==> config.mk <==
export PLATFORM = sky130hd
export DESIGN_NAME = tw_port
export DESIGN_NICKNAME = d
export VERILOG_FILES = /design/src/shared/tw_pkg.sv /design/src/tw_port.sv
export SDC_FILE = /design/constraint.sdc
export NUM_CORES = 1
export LEC_CHECK = 0
export ABC_AREA = 1
export BUFFER_PORTS_ARGS = -buffer_cell sky130_fd_sc_hd__buf_2
export CORE_ASPECT_RATIO = 1.1
export CORE_UTILIZATION = 40
export CTS_BUF_LIST = sky130_fd_sc_hd__clkbuf_4
export DETAILED_ROUTE_END_ITERATION = 8
export PLACE_DENSITY_LB_ADDON = 0.3
export SYNTH_ARGS = -nofsm -noshare
export SYNTH_HDL_FRONTEND = slang
export SYNTH_SLANG_ARGS = --single-unit
==> constraint.sdc <==
create_clock -name clk -period 2.9 [get_ports clk]
set_input_delay 0.435 -clock clk [delete_from_list [all_inputs] [get_ports clk]]
set_output_delay 0.435 -clock clk [all_outputs]
set_load 0.01 [all_outputs]
==> src/shared/tw_pkg.sv <==
// Shared constants and types of the two-wire serial port.
package tw_pkg;

  // Byte address width of the register slave.
  localparam int TW_AW = 5;

  // Register byte offsets.
  localparam logic [4:0] TW_OFF_CTRL = 5'h00; // port_control_reg
  localparam logic [4:0] TW_OFF_STATE = 5'h04; // state_code_reg
  localparam logic [4:0] TW_OFF_DATA = 5'h08; // shift data register
  localparam logic [4:0] TW_OFF_OWN = 5'h0c; // own_address_reg
  localparam logic [4:0] TW_OFF_IST = 5'h10; // interrupt status, read only
  localparam logic [4:0] TW_OFF_ICLR = 5'h14; // interrupt clear, write only
  localparam logic [4:0] TW_OFF_IEN = 5'h18; // interrupt enable

  // Bit positions in port_control_reg.
  localparam int TW_B_CR0 = 0; // clock_rate_low_bit
  localparam int TW_B_CR1 = 1; // clock_rate_high_bit
  localparam int TW_B_ACK = 2; // assert_ack_bit
  localparam int TW_B_FLAG = 3; // serial interrupt flag
  localparam int TW_B_HALT = 4; // halt_request_bit
  localparam int TW_B_BEGIN = 5; // begin_request_bit
  localparam int TW_B_EN = 6; // port_enable_bit

  // Bit position of general_call_enable in own_address_reg.
  localparam int TW_B_GC = 0;

  // Interrupt status bits.
  localparam int TW_IRQ_N = 2;
  localparam int TW_IRQ_FLAG = 0; // a new state code was posted
  localparam int TW_IRQ_BERR = 1; // a bus error was detected

  // Reset values.
  localparam logic [7:0] TW_OWN_RST = 8'h00;
  localparam logic [7:0] TW_DATA_RST = 8'h00;
  localparam logic [1:0] TW_IEN_RST = 2'h0;

  // State codes.
  localparam logic [7:0] TW_ST_BERR = 8'h00;
  localparam logic [7:0] TW_ST_START = 8'h08;
  localparam logic [7:0] TW_ST_RSTART = 8'h10;
  localparam logic [7:0] TW_ST_AW_ACK = 8'h18;
  localparam logic [7:0] TW_ST_AW_NAK = 8'h20;
  localparam logic [7:0] TW_ST_DT_ACK = 8'h28;
  localparam logic [7:0] TW_ST_DT_NAK = 8'h30;
  localparam logic [7:0] TW_ST_AR_ACK = 8'h40;
  localparam logic [7:0] TW_ST_AR_NAK = 8'h48;
  localparam logic [7:0] TW_ST_DR_ACK = 8'h50;
  localparam logic [7:0] TW_ST_DR_NAK = 8'h58;
  localparam logic [7:0] TW_ST_SW_OWN = 8'h60;
  localparam logic [7:0] TW_ST_SW_GC = 8'h70;
  localparam logic [7:0] TW_ST_SD_ACK = 8'h80;
  localparam logic [7:0] TW_ST_SD_NAK = 8'h88;
  localparam logic [7:0] TW_ST_GD_ACK = 8'h90;
  localparam logic [7:0] TW_ST_GD_NAK = 8'h98;
  localparam logic [7:0] TW_ST_SSTOP = 8'ha0;
  localparam logic [7:0] TW_ST_SR_OWN = 8'ha8;
  localparam logic [7:0] TW_ST_ST_ACK = 8'hb8;
  localparam logic [7:0] TW_ST_ST_NAK = 8'hc0;
  localparam logic [7:0] TW_ST_NONE = 8'hf8;

  // Clock and serial clock rates selected by the two rate bits.
  localparam int TW_CLK_HZ = 10_000_000;
  localparam int TW_SCL_HZ_0 = 100_000;
  localparam int TW_SCL_HZ_1 = 50_000;
  localparam int TW_SCL_HZ_2 = 25_000;
  localparam int TW_SCL_HZ_3 = 12_500;
  localparam int TW_HALF_0 = TW_CLK_HZ / (2 * TW_SCL_HZ_0);
  localparam int TW_HALF_1 = TW_CLK_HZ / (2 * TW_SCL_HZ_1);
  localparam int TW_HALF_2 = TW_CLK_HZ / (2 * TW_SCL_HZ_2);
  localparam int TW_HALF_3 = TW_CLK_HZ / (2 * TW_SCL_HZ_3);

  // Role on the bus and phase of the bit engine.
  typedef enum logic [1:0] {TW_NAS, TW_MST, TW_SLV} tw_role_t;
  typedef enum logic [2:0] {
    TW_IDLE, TW_START, TW_LOW, TW_HIGH, TW_HOLD, TW_STOP, TW_RSTART, TW_SRX
  } tw_phase_t;

endpackage

==> src/tw_port.sv <==
// Notes on behaviour
// - A START or STOP inside a byte or acknowledge slot is a bus error.
// - Bus errors count only while master or addressed slave.
// - On bus error drop to not-addressed slave and release both lines.
// - On bus error set the flag and post code 00.
// - Enable plus acknowledge bits arm the slave; rate bits pick clock.
// - Own-address register holds address and general-call enable.
// - Own address or general call match posts a code and interrupts.
// - Begin request bit starts master operation with a START.
// - Direction bit of the sent address picks transmitter or receiver.
// - Begin request instead of halt at 28 or 58 gives repeated START.
// - Each state posts a status byte usable as a branch low byte.
// - Slave transmitter gets not-acknowledge: go not addressed, release.
// - Halt plus flag clear after bus error: release, clear halt, no STOP.
// - State register reads F8 while the flag is clear.
//
// The Avalon-MM register port and the address map are this design's own decisions.
`timescale 1ns/1ns
`default_nettype none

module tw_port
  import tw_pkg::*;
#(
  parameter int CNT_W = 10
) (
  // Clock and reset.
  input wire logic clk,
  input wire logic rst,
  // Avalon-MM register slave.
  input wire logic [tw_pkg::TW_AW-1:0] address,
  input wire logic read,
  input wire logic write,
  input wire logic [3:0] byteenable,
  input wire logic [31:0] writedata,
  output logic [31:0] readdata,
  output logic waitrequest,
  // Interrupt.
  output logic irq,
  // Serial clock line, open drain.
  input wire logic scl_in,
  output logic scl_out,
  output logic scl_oe,
  // Serial data line, open drain.
  input wire logic sda_in,
  output logic sda_out,
  output logic sda_oe
);
  import tw_pkg::*;

  // The slowest rate must fit the bit timer.
  if (TW_HALF_3 >= (1 << CNT_W)) begin : g_chk
    $error("CNT_W too small for the slowest serial clock");
  end

  typedef struct packed {
    logic scl_s1;
    logic scl_s2;
    logic scl_s3;
    logic sda_s1;
    logic sda_s2;
    logic sda_s3;
    logic ens;
    logic begin_request_bit;
    logic halt_request_bit;
    logic si;
    logic aa;
    logic [1:0] cr;
    logic [7:0] own;
    logic [7:0] dat;
    logic [7:0] code;
    logic [7:0] sh;
    logic [TW_IRQ_N-1:0] ist;
    logic [TW_IRQ_N-1:0] ien;
    tw_role_t role;
    tw_phase_t ph;
    logic busy;
    logic tx;
    logic rd;
    logic addrp;
    logic gc;
    logic ackok;
    logic scl_oe;
    logic sda_oe;
    logic ack;
    logic [3:0] bitc;
    logic [CNT_W-1:0] cnt;
    logic [7:0] rdata;
  } tw_state_t;

  tw_state_t q;
  tw_state_t n;

  // Register read multiplexer; unmapped offsets read as zero.
  function automatic logic [7:0] tw_rd(input tw_state_t s,
                                       input logic [TW_AW-1:0] a);
    logic [7:0] v;
    v = 8'h00;
    case (a)
      TW_OFF_CTRL: v = {1'h0, s.ens, s.begin_request_bit, s.halt_request_bit, s.si, s.aa, s.cr};
      TW_OFF_STATE: v = s.si ? s.code : TW_ST_NONE;
      TW_OFF_DATA: v = s.dat;
      TW_OFF_OWN: v = s.own;
      TW_OFF_IST: v = {{(8 - TW_IRQ_N){1'h0}}, s.ist};
      TW_OFF_IEN: v = {{(8 - TW_IRQ_N){1'h0}}, s.ien};
      default: v = 8'h00;
    endcase
    return v;
  endfunction

  logic [CNT_W-1:0] half;
  logic tick;
  logic scl_h;
  logic scl_rise;
  logic scl_fall;
  logic start_c;
  logic stop_c;
  logic in_frame;
  logic match;
  logic wr_go;

  // Next-state logic of the whole port.
  always_comb begin
    n = q;
    // Line synchronisers; the second and third stages feed the logic.
    n.scl_s1 = scl_in;
    n.scl_s2 = q.scl_s1;
    n.scl_s3 = q.scl_s2;
    n.sda_s1 = sda_in;
    n.sda_s2 = q.sda_s1;
    n.sda_s3 = q.sda_s2;
    scl_h = q.scl_s2;
    scl_rise = q.scl_s2 & ~q.scl_s3;
    scl_fall = ~q.scl_s2 & q.scl_s3;
    start_c = ~q.sda_s2 & q.sda_s3 & q.scl_s2 & q.scl_s3;
    stop_c = q.sda_s2 & ~q.sda_s3 & q.scl_s2 & q.scl_s3;
    // Rate bits choose the half period of the master clock.
    case (q.cr)
      2'h0: half = CNT_W'(TW_HALF_0);
      2'h1: half = CNT_W'(TW_HALF_1);
      2'h2: half = CNT_W'(TW_HALF_2);
      default: half = CNT_W'(TW_HALF_3);
    endcase
    tick = (q.cnt == half - CNT_W'(1));
    match = 1'h0;

    // Bus slave: one wait cycle, read data captured in it.
    n.ack = (read | write) & ~q.ack;
    if ((read | write) && !q.ack) begin
      n.rdata = tw_rd(q, address);
    end
    wr_go = write & q.ack & byteenable[0];
    if (wr_go) begin
      case (address)
        TW_OFF_CTRL: begin
          n.ens = writedata[TW_B_EN];
          n.begin_request_bit = writedata[TW_B_BEGIN];
          n.halt_request_bit = writedata[TW_B_HALT];
          n.aa = writedata[TW_B_ACK];
          n.cr = {writedata[TW_B_CR1], writedata[TW_B_CR0]};
          // Software can only clear the flag, never set it.
          n.si = q.si & writedata[TW_B_FLAG];
        end
        TW_OFF_DATA: n.dat = writedata[7:0];
        TW_OFF_OWN: n.own = writedata[7:0];
        TW_OFF_ICLR: n.ist = q.ist & ~writedata[TW_IRQ_N-1:0];
        TW_OFF_IEN: n.ien = writedata[TW_IRQ_N-1:0];
        default: ;
      endcase
    end

    // Bus busy tracking from START and STOP seen on the lines.
    if (start_c) begin
      n.busy = 1'h1;
    end else if (stop_c) begin
      n.busy = 1'h0;
    end

    // A START or STOP inside a frame matters only while involved.
    // The first clock of a byte is where a STOP or repeated START sits.
    in_frame = (q.ph == TW_LOW) || (q.ph == TW_HIGH) ||
               ((q.ph == TW_SRX) && (q.bitc > 4'h1));
    if (!q.ens) begin
      n.role = TW_NAS;
      n.ph = TW_IDLE;
      n.scl_oe = 1'h0;
      n.sda_oe = 1'h0;
    end else if ((start_c || stop_c) && in_frame &&
                 (q.role != TW_NAS)) begin
      n.role = TW_NAS;
      n.ph = TW_IDLE;
      n.scl_oe = 1'h0;
      n.sda_oe = 1'h0;
      n.si = 1'h1;
      n.code = TW_ST_BERR;
      n.ist[TW_IRQ_BERR] = 1'h1;
      n.ist[TW_IRQ_FLAG] = 1'h1;
    end else if ((start_c || stop_c) && (q.ph == TW_SRX) &&
                 (q.role == TW_SLV)) begin
      // STOP or repeated START between bytes ends the slave transfer;
      // the clock is held low like for every posted code but 00.
      n.role = TW_NAS;
      n.ph = TW_HOLD;
      n.sda_oe = 1'h0;
      n.scl_oe = 1'h1;
      n.si = 1'h1;
      n.code = TW_ST_SSTOP;
      n.ist[TW_IRQ_FLAG] = 1'h1;
    end else if ((start_c || stop_c) && (q.role == TW_NAS) &&
                 ((q.ph == TW_IDLE) || (q.ph == TW_SRX))) begin
      // Snooping: arm address capture only when enabled to answer.
      n.ph = TW_IDLE;
      if (start_c && q.aa && !q.si) begin
        n.ph = TW_SRX;
        n.bitc = 4'h0;
        n.addrp = 1'h1;
        n.tx = 1'h0;
        n.sda_oe = 1'h0;
      end
    end else begin
      case (q.ph)
        TW_IDLE: begin
          n.cnt = '0;
          if (q.begin_request_bit && !q.busy && !q.si && q.role == TW_NAS) begin
            n.ph = TW_START;
          end else if (q.halt_request_bit && !q.si) begin
            // Recovery: lines are already free, so no STOP is sent.
            n.halt_request_bit = 1'h0;
          end
        end
        TW_START: begin
          n.sda_oe = 1'h1;
          n.cnt = q.cnt + CNT_W'(1);
          if (tick) begin
            n.cnt = '0;
            n.scl_oe = 1'h1;
            n.role = TW_MST;
            n.addrp = 1'h1;
            n.ph = TW_HOLD;
            n.si = 1'h1;
            n.code = TW_ST_START;
            n.ist[TW_IRQ_FLAG] = 1'h1;
          end
        end
        TW_HOLD: begin
          // Clock stays low while software looks at the code.
          n.scl_oe = 1'h1;
          n.cnt = '0;
          n.bitc = 4'h0;
          if (!q.si) begin
            if (q.role == TW_MST && q.halt_request_bit) begin
              n.ph = TW_STOP;
              n.sda_oe = 1'h1;
            end else if (q.role == TW_MST && q.begin_request_bit && !q.addrp) begin
              n.ph = TW_RSTART;
              n.sda_oe = 1'h0;
            end else if (q.role == TW_MST) begin
              n.ph = TW_LOW;
              n.sh = q.dat;
              n.tx = q.addrp | ~q.rd;
            end else if (q.role == TW_SLV) begin
              n.ph = TW_SRX;
              n.sh = q.dat;
              n.tx = q.rd;
              n.sda_oe = q.rd & ~q.dat[7];
              n.scl_oe = 1'h0;
            end else begin
              n.ph = TW_IDLE;
              n.scl_oe = 1'h0;
              n.sda_oe = 1'h0;
            end
          end
        end
        TW_LOW: begin
          // Data changes only while the clock is held low.
          n.scl_oe = 1'h1;
          if (q.bitc < 4'h8) begin
            n.sda_oe = q.tx & ~q.sh[7];
          end else begin
            n.sda_oe = ~q.tx & q.aa;
          end
          n.cnt = q.cnt + CNT_W'(1);
          if (tick) begin
            n.cnt = '0;
            n.scl_oe = 1'h0;
            n.ph = TW_HIGH;
          end
        end
        TW_HIGH: begin
          // A slave stretching the clock delays the high half.
          n.cnt = scl_h ? q.cnt + CNT_W'(1) : '0;
          if (tick && scl_h) begin
            n.cnt = '0;
            if (q.bitc < 4'h8) begin
              n.sh = {q.sh[6:0], q.sda_s2};
              n.bitc = q.bitc + 4'h1;
              n.ph = TW_LOW;
              n.scl_oe = 1'h1;
            end else begin
              n.ph = TW_HOLD;
              n.scl_oe = 1'h1;
              n.si = 1'h1;
              n.ist[TW_IRQ_FLAG] = 1'h1;
              n.addrp = 1'h0;
              if (q.addrp) begin
                n.rd = q.dat[0];
                if (q.dat[0]) begin
                  n.code = ~q.sda_s2 ? TW_ST_AR_ACK : TW_ST_AR_NAK;
                end else begin
                  n.code = ~q.sda_s2 ? TW_ST_AW_ACK : TW_ST_AW_NAK;
                end
              end else if (q.tx) begin
                n.code = ~q.sda_s2 ? TW_ST_DT_ACK : TW_ST_DT_NAK;
              end else begin
                n.dat = q.sh;
                n.code = ~q.sda_s2 ? TW_ST_DR_ACK : TW_ST_DR_NAK;
              end
            end
          end
        end
        TW_STOP, TW_RSTART: begin
          // Three half periods: release clock, move data, finish.
          n.cnt = q.cnt + CNT_W'(1);
          case (q.bitc)
            4'h0: begin
              if (tick) begin
                n.cnt = '0;
                n.scl_oe = 1'h0;
                n.bitc = 4'h1;
              end
            end
            4'h1: begin
              if (!scl_h) begin
                n.cnt = '0;
              end else if (tick) begin
                n.cnt = '0;
                n.sda_oe = (q.ph == TW_RSTART);
                n.bitc = 4'h2;
              end
            end
            default: begin
              if (tick && q.ph == TW_STOP) begin
                n.role = TW_NAS;
                n.ph = TW_IDLE;
                n.halt_request_bit = 1'h0;
              end else if (tick) begin
                n.scl_oe = 1'h1;
                n.addrp = 1'h1;
                n.ph = TW_HOLD;
                n.si = 1'h1;
                n.code = TW_ST_RSTART;
                n.ist[TW_IRQ_FLAG] = 1'h1;
              end
            end
          endcase
        end
        TW_SRX: begin
          match = ((q.sh[7:1] == q.own[7:1]) ||
                   (q.sh == 8'h00 && q.own[TW_B_GC]));
          if (scl_rise && q.bitc < 4'h8) begin
            n.sh = {q.sh[6:0], q.sda_s2};
            n.bitc = q.bitc + 4'h1;
          end else if (scl_rise && q.bitc == 4'h8) begin
            n.ackok = ~q.sda_s2;
            n.bitc = 4'h9;
          end else if (scl_fall && q.bitc < 4'h8) begin
            n.sda_oe = q.tx & ~q.sh[7];
          end else if (scl_fall && q.bitc == 4'h8) begin
            // Acknowledge slot: answer for address or data.
            if (q.tx) begin
              n.sda_oe = 1'h0;
            end else if (q.addrp) begin
              if (match && q.aa) begin
                n.sda_oe = 1'h1;
                n.role = TW_SLV;
                n.rd = q.sh[0];
                n.gc = (q.sh[7:1] == 7'h00);
              end else begin
                n.ph = TW_IDLE;
              end
            end else begin
              n.sda_oe = q.aa;
            end
          end else if (scl_fall && q.bitc == 4'h9) begin
            n.sda_oe = 1'h0;
            n.scl_oe = 1'h1;
            n.ph = TW_HOLD;
            n.si = 1'h1;
            n.ist[TW_IRQ_FLAG] = 1'h1;
            n.addrp = 1'h0;
            if (q.addrp) begin
              n.code = q.rd ? TW_ST_SR_OWN :
                       (q.gc ? TW_ST_SW_GC : TW_ST_SW_OWN);
            end else if (q.tx) begin
              n.code = q.ackok ? TW_ST_ST_ACK : TW_ST_ST_NAK;
              // Not-acknowledge ends slave transmit.
              if (!q.ackok) begin
                n.role = TW_NAS;
              end
            end else begin
              n.dat = q.sh;
              if (q.aa) begin
                n.code = q.gc ? TW_ST_GD_ACK : TW_ST_SD_ACK;
              end else begin
                n.code = q.gc ? TW_ST_GD_NAK : TW_ST_SD_NAK;
                n.role = TW_NAS;
              end
            end
          end
        end
        default: n.ph = TW_IDLE;
      endcase
    end
  end

  // State register; every field starts from a constant.
  always_ff @(posedge clk or posedge rst) begin
    if (rst) begin
      q <= '0;
      q.own <= TW_OWN_RST;
      q.dat <= TW_DATA_RST;
      q.ien <= TW_IEN_RST;
      q.code <= TW_ST_NONE;
      q.scl_s1 <= 1'h1;
      q.scl_s2 <= 1'h1;
      q.scl_s3 <= 1'h1;
      q.sda_s1 <= 1'h1;
      q.sda_s2 <= 1'h1;
      q.sda_s3 <= 1'h1;
    end else begin
      q <= n;
    end
  end

  // Open-drain lines only ever pull low.
  assign scl_out = 1'h0;
  assign sda_out = 1'h0;
  assign scl_oe = q.scl_oe;
  assign sda_oe = q.sda_oe;
  assign readdata = {24'h000000, q.rdata};
  assign waitrequest = (read | write) & ~q.ack;
  // Level interrupt while any enabled sticky bit stands.
  assign irq = |(q.ist & q.ien);

endmodule

`default_nettype wire

After elaboration in Yosys (flattened, before gate mapping)
Index checks and enable logic that the tools add are counted.
Word-level totals
  RAM bits: 0
  memories kept: 0
  bits of input ports: 47
  output and inout bits: 38
  bits in latches: 0
  register bits after elaboration: 85
  memory bits (read-only): 0
  word-level logic and storage cells: 467
Cells by class
  reductions and logical operators: 73
  mux-type cells: 209
  magnitude comparators: 2
  eq/ne operators: 113
  shifts and indexed selects: 0
  add/sub/neg operators: 3
  multiply operators: 0
  bitwise gates (word level): 35
  divide/modulo/power cells: 0
Operators with widths (count)
  $mux W8: 24
  $mux W16: 6
  $mux W5: 18
  $mux W1: 80
  $ne A6 B6 Y1 const B: 11
  $ne A4 B4 Y1 const B: 13
  $mux W24: 2
  $mux W3: 16
  $pmux W8 S6: 1
  $mux W14: 3
  $mux W2: 21
  $reduce_and A14 Y1: 3
  $ne A5 B5 Y1 const B: 8
  $pmux W10 S4: 1
  $mux W4: 9
  $reduce_and A12 Y1: 3
  $mux W7: 5
  $ne A7 B7 Y1 const B: 5
  $pmux W8 S4: 1
  $mux W10: 3
  $reduce_and A15 Y1: 2
  $pmux W14 S2: 1
  $ne A3 B3 Y1 const B: 9
  $pmux W9 S3: 1
  71 further kinds: 189

Logic depth before layout (Yosys ltp)
  word-level depth: 16
  depth in mapped cells: 19

Worst setup path before layout
No wires, ideal clock.
  path kind: register to register
  from: register q[72] (netlist bit)
  to: register q[60] (netlist bit)
  clock period less this slack: 2.285 ns
  buffers on the path: 1
  path slack: 0.615 ns
  library setup time: 0.087 ns
  stages on the path, launching flop included: 17
  data required time: 2.813 ns
  arrival: 2.198 ns
  cell sequence: dfrtp_1 > inv_1 > ha_1 > inv_1 > ha_1 > nand2_1 > nand2_1 > nor2_1 > nand2_1 > nor2_2 > nand2_2 > inv_2 > nand3_1 > nand2_1 > nand3_1 > buf_2 > o211ai_1
RTL lines
  start: declaration: RTL line tw_port.sv:90  | tw_state_t q;
  start signal: assignment: RTL line tw_port.sv:430  | q <= n;

Final worst setup path
  from: register q[73] (netlist bit)
  to: register q[27] (netlist bit)
Between the ends
  word-level cells in the longest chain between the ends: 9
Ends and longest elaborated chain
  $eq A2 B2 Y1, or another cell as far along: RTL line tw_port.sv:137  | case (q.cr)
  $pmux W9 S3 *: RTL line tw_port.sv:137
  $sub A10 B1 Y10 *: RTL line tw_port.sv:143  | tick = (q.cnt == half - CNT_W'(1));
  $eq A10 B10 Y1 *: RTL line tw_port.sv:143
  $mux W1 (3 in a row)
  $pmux W1 S4
  $mux W1
Every way passes the cells marked *; elsewhere a longest branch is shown, timed or not. The select of a mux whose other input is x is not followed.
A chain may end at the register's enable or synchronous reset.

==> metrics.txt <==
# TYPE chip_impl_metric gauge
chip_impl_metric{name="avgSynthCellArea",unit="um2"} 6.80
chip_impl_metric{name="horizontal_die_dimension",unit="um"} 120
chip_impl_metric{name="r2r_cells",unit=""} 16
chip_impl_metric{name="synth_enable_flop_cells",unit=""} 0
chip_impl_metric{name="worst_ep_required_time",unit="ns"} 3.31
chip_impl_metric{name="detailedPlacementHpwl",unit="um"} 14500
chip_impl_metric{name="post-route-drc-count",unit=""} 0
chip_impl_metric{name="first_pass_drt_iterations",unit=""} 6
chip_impl_metric{name="cts-buffers-inserted",unit=""} 9
chip_impl_metric{name="route.layer.met1.wl",unit="um"} 7890
chip_impl_info{name="cp_slowest_cell",value="sky130_fd_sc_hd__dfrtp_1"} 1
chip_impl_metric{name="power_density_over_the_cells",unit="nW/um2"} 664
chip_impl_metric{name="period_share",unit="%"} 91.7
chip_impl_info{name="timing.hold.worst.class",value="in -> reg"} 1
chip_impl_metric{name="postSynthCellCount",unit=""} 906
chip_impl_info{name="topRoutingLayerUsed",value="met4"} 1
chip_impl_metric{name="fp-row-count",unit=""} 47
chip_impl_metric{name="quantity_of_i_o_buffers_inserted_on_ports",unit=""} 31
chip_impl_metric{name="dieArea",unit="um2"} 15900
chip_impl_metric{name="path_max_fanout",unit=""} 5
chip_impl_metric{name="final-setup-viol-count",unit=""} 0
chip_impl_metric{name="vias",unit=""} 6150
chip_impl_metric{name="yosysSeqAreaShare",unit="%"} 33.5
chip_impl_metric{name="fill_cells",unit=""} 1615
chip_impl_info{name="setup.worst_path.class",value="reg -> reg"} 1
chip_impl_metric{name="maximum_number_of_pins_on_one_net_before_global_route_repair",unit=""} 56
chip_impl_metric{name="final_max_tran_viols",unit=""} 0
chip_impl_metric{name="multiInputGateArea",unit="um2"} 3440
chip_impl_info{name="tritoncts_clock_tree",value="yes"} 1
chip_impl_metric{name="maximum_achievable_frequency",unit="MHz"} 376
chip_impl_info{name="post-synth-top-area-cell",value="sky130_fd_sc_hd__dfrtp_1"} 1
chip_impl_metric{name="area.growth.synth_to_final",unit="%"} 8.36
chip_impl_metric{name="met2_length",unit="um"} 8440
chip_impl_metric{name="finished_layout_cell_area",unit="um2"} 6680
chip_impl_metric{name="post_drt_via_cell_ratio",unit=""} 5.35
chip_impl_metric{name="leakagePower",unit="uW"} 0.00351
chip_impl_metric{name="initial_utilization",unit="%"} 40.9
chip_impl_metric{name="drt-total-wl",unit="um"} 18600
chip_impl_info{name="rsz0062_at_grt",value="no"} 1
chip_impl_info{name="clk_root_buffer_cell",value="sky130_fd_sc_hd__clkbuf_4"} 1
chip_impl_metric{name="clk_latency",unit="ns"} 0.51
chip_impl_metric{name="cpPeakStageDelay",unit="ns"} 0.43
chip_impl_metric{name="cap_violations",unit=""} 0
chip_impl_metric{name="synthesis.yosys.warnings",unit=""} 0
chip_impl_metric{name="worstSetupPathDepth",unit=""} 16
chip_impl_metric{name="synth_cell_types",unit=""} 49
chip_impl_metric{name="placed_area",unit="um2"} 6490
chip_impl_info{name="path_common_cell",value="sky130_fd_sc_hd__nand2_1"} 1
chip_impl_metric{name="max-clock-path-buffers",unit=""} 2
chip_impl_info{name="status",value="finished, final reports clean"} 1
chip_impl_metric{name="finalPower",unit="uW"} 4430
chip_impl_metric{name="routability_congestion_estimate",unit=""} 1.01
chip_impl_metric{name="clk_pin_slew_worst_paths",unit="ns"} 0.17
chip_impl_metric{name="cts_sinks",unit=""} 82
chip_impl_metric{name="worst_ep_arrival_time",unit="ns"} 3.07
chip_impl_metric{name="drive_above_1_share",unit="%"} 13.4
chip_impl_metric{name="buffers_and_inverters_on_the_worst_path",unit=""} 3
chip_impl_metric{name="timing.final.hold_violations",unit=""} 0
chip_impl_metric{name="grt_pass1_wl",unit="um"} 30000
chip_impl_metric{name="ant_nets",unit=""} 0
chip_impl_info{name="ys.flop_type",value="sky130_fd_sc_hd__dfrtp_1"} 1
chip_impl_metric{name="dr_wl_met3",unit="um"} 1400
chip_impl_metric{name="htree_num_levels",unit=""} 3
chip_impl_metric{name="pin_count",unit=""} 85
chip_impl_metric{name="ys_async_sr_fraction",unit="%"} 100
chip_impl_metric{name="tightestPinTransition",unit="ns"} 0.505
chip_impl_metric{name="first_drt_iteration_drcs",unit=""} 779
chip_impl_metric{name="core_area",unit="um2"} 15100
chip_impl_info{name="setup.worst_path.start_class",value="register"} 1
chip_impl_info{name="endpoint_kind",value="register"} 1
chip_impl_metric{name="grt_remaining_overflow",unit=""} 0
chip_impl_info{name="synth.area.top_cells",value="sky130_fd_sc_hd__dfrtp_1, sky130_fd_sc_hd__nand2_1, sky130_fd_sc_hd__o21ai_0, sky130_fd_sc_hd__inv_1, sky130_fd_sc_hd__nor2_1"} 1
chip_impl_metric{name="setup_tns",unit="ns"} 0
chip_impl_metric{name="slew-limit-headroom",unit="%"} 66.3
chip_impl_metric{name="finalClockSkew",unit="ns"} 0.0319
chip_impl_metric{name="synth_top_area_share",unit="%"} 28.8
chip_impl_metric{name="grt_pass1_vias",unit=""} 5616
chip_impl_metric{name="globalRouteTotalUtil",unit="%"} 24.6
chip_impl_info{name="critical_path.top_delay_family",value="simple AND/OR/NAND/NOR gates"} 1
chip_impl_metric{name="postCtsSetupBuffers",unit=""} 0
chip_impl_metric{name="finalNetCount",unit=""} 1013
chip_impl_metric{name="synth.ff_latch_count",unit=""} 82
chip_impl_metric{name="worst_hold_path.num_cells",unit=""} 3
chip_impl_metric{name="average_wire_length_per_cell_after_detail_routing",unit="um"} 16.2
chip_impl_metric{name="initial_antenna_violation_count",unit=""} 1
chip_impl_metric{name="synthesized_cell_area",unit="um2"} 6160
chip_impl_metric{name="final_period_minus_worst_setup_slack",unit="ns"} 2.66
chip_impl_metric{name="floorplan.die.height",unit="um"} 132
chip_impl_metric{name="sequential_cell_area",unit="um2"} 2070
chip_impl_metric{name="peakVddDrop",unit="mV"} 0.309
chip_impl_info{name="crit_path_cell_trace",value="inv_1 > ha_2 > inv_1 > ha_1 > inv_1 > nand2_1 > nand2_1 > nor2_1 > nand2_1 > nor2_1 > nand3_1 > nand2_1 > nor3b_1 > nand2_1 > nand2_1 > o21ai_0"} 1
## worst paths after layout
path / start / to / slack, ns
min reg2reg: n[83] / scl_h / 0.37
max in group asynchronous: rst / q[51] / 1.74
min in group asynchronous: rst / q[27] / 0.47
max: q[73] / q[27] / 0.24
min: writedata[6] / q[78] / 0.15
max reg2reg: q[73] / q[27] / 0.24
## state kept, by name, summed over array words and instances (netlist names)
register	cells
sda_oe	1
q	68
scl_oe	1
readdata	8
scl_h	1
n	3
## cell families (layout without fill, tap and decap cells)
kind of cell               count (synthesis)  count (layout)  synth area share, %
other                                      1              27               0.0608
xor gates and xnor gates                  10              10                 1.42
AOI/OAI and AO/OA                        157             157                 13.9
buffers and inverters                    161             183                 12.4
and+or+nand+nor                          468             468                 33.5
muxes                                      9               9                 1.56
DFF                                       82              82                 33.5
adders and majority gates                 18              18                 3.65
## final cells by class
| cell class | count | area share [%] |
|---|---|---|
| antenna | 1 | 0.0375 |
| multi-input combinational | 688 | 51.5 |
| clock inverter | 7 | 0.974 |
| tap | 196 | 3.67 |
| clock buffer | 9 | 1.01 |
| timing repair buffer | 57 | 5.55 |
| inverter | 110 | 6.29 |
| sequential | 82 | 30.9 |
## worst register-to-register path, stage by stage (launching register included)
cell and delay [ns]:
sky130_fd_sc_hd__dfrtp_1 0.43, sky130_fd_sc_hd__inv_1 0.14, sky130_fd_sc_hd__ha_2 0.22, sky130_fd_sc_hd__inv_1 0.05
sky130_fd_sc_hd__ha_1 0.29, sky130_fd_sc_hd__inv_1 0.04, sky130_fd_sc_hd__nand2_1 0.07, sky130_fd_sc_hd__nand2_1 0.06
sky130_fd_sc_hd__nor2_1 0.10, sky130_fd_sc_hd__nand2_1 0.05, sky130_fd_sc_hd__nor2_1 0.19, sky130_fd_sc_hd__nand3_1 0.15
sky130_fd_sc_hd__nand2_1 0.22, sky130_fd_sc_hd__nor3b_1 0.27, sky130_fd_sc_hd__nand2_1 0.14, sky130_fd_sc_hd__nand2_1 0.07
sky130_fd_sc_hd__o21ai_0 0.09
## synth_stat cells, types with 2 or more instances
cell and count:
sky130_fd_sc_hd__nand2_1 245, sky130_fd_sc_hd__inv_1 98, sky130_fd_sc_hd__nor2_1 91, sky130_fd_sc_hd__o21ai_0 77, sky130_fd_sc_hd__dfrtp_1 71, sky130_fd_sc_hd__nand3_1 66
sky130_fd_sc_hd__a21oi_1 38, sky130_fd_sc_hd__buf_4 37, sky130_fd_sc_hd__nand4_1 19, sky130_fd_sc_hd__ha_1 18, sky130_fd_sc_hd__nor3_1 13, sky130_fd_sc_hd__o21ai_1 12
sky130_fd_sc_hd__dfstp_2 11, sky130_fd_sc_hd__clkbuf_1 8, sky130_fd_sc_hd__inv_2 8, sky130_fd_sc_hd__nand2_2 8, sky130_fd_sc_hd__xor2_1 7, sky130_fd_sc_hd__a31oi_1 5
sky130_fd_sc_hd__mux2_2 5, sky130_fd_sc_hd__nand3_2 5, sky130_fd_sc_hd__nor2_2 5, sky130_fd_sc_hd__nor2_4 5, sky130_fd_sc_hd__o22ai_1 5, sky130_fd_sc_hd__buf_2 4
sky130_fd_sc_hd__mux2i_1 4, sky130_fd_sc_hd__o2111ai_1 4, sky130_fd_sc_hd__o211ai_1 4, sky130_fd_sc_hd__a22oi_1 3, sky130_fd_sc_hd__nor4_1 3, sky130_fd_sc_hd__xnor2_1 3
sky130_fd_sc_hd__a211oi_1 2, sky130_fd_sc_hd__buf_6 2, sky130_fd_sc_hd__clkinv_1 2, sky130_fd_sc_hd__nand3b_1 2, sky130_fd_sc_hd__o21bai_1 2
## metrics by stage
stage               std cells  worst slack (ns)  hold WS [ns]  utilization (%)
global route             1150           0.00849         0.144             44.4
global placement         1130             0.211         0.346             43.1
CTS                      1149             0.148         0.124             44.2
floorplan                 931             0.375         0.345                -
detailed placement       1130             0.157         0.348             43.1
finish                   1150             0.241         0.153             44.4
## metal layers
layer,GRT usage [%],vias to the layer above
met2,38.8,310
met5,0,-
met1,32.5,2794
li1,-,2980
met4,13.2,0
met3,3.37,66
## layout by cell type (no fill, tap or decap), types with 9 or more instances in the layout
cell and instances:
sky130_fd_sc_hd__clkbuf_4 9, sky130_fd_sc_hd__dfrtp_1 71, sky130_fd_sc_hd__buf_2 31, sky130_fd_sc_hd__nor3_1 13, sky130_fd_sc_hd__nand2_2 9, sky130_fd_sc_hd__dfstp_2 11, sky130_fd_sc_hd__ha_1 17, sky130_fd_sc_hd__o21ai_0 77
sky130_fd_sc_hd__buf_4 22, sky130_fd_sc_hd__inv_1 97, sky130_fd_sc_hd__o21ai_1 12, sky130_fd_sc_hd__nand2_1 243, sky130_fd_sc_hd__conb_1 26, sky130_fd_sc_hd__nor2_1 91, sky130_fd_sc_hd__nand3_1 66, sky130_fd_sc_hd__a21oi_1 38
sky130_fd_sc_hd__nand4_1 19
## report_power, final
group          leakage [uW]  total (uW)  internal (uW)  switching, uW
clock             0.0000718         698            199            499
sequential          0.00101        1640           1370            263
combinational       0.00243        2100            701           1400
total               0.00351        4430           2270           2160
## timing repair
item	4_1_cts	5_1_grt
setup endpoints to repair	0	21
gates resized for setup	0	6
hold endpoints to repair	23	0
hold buffers	3	0
Power figures use the tool's default switching activity.
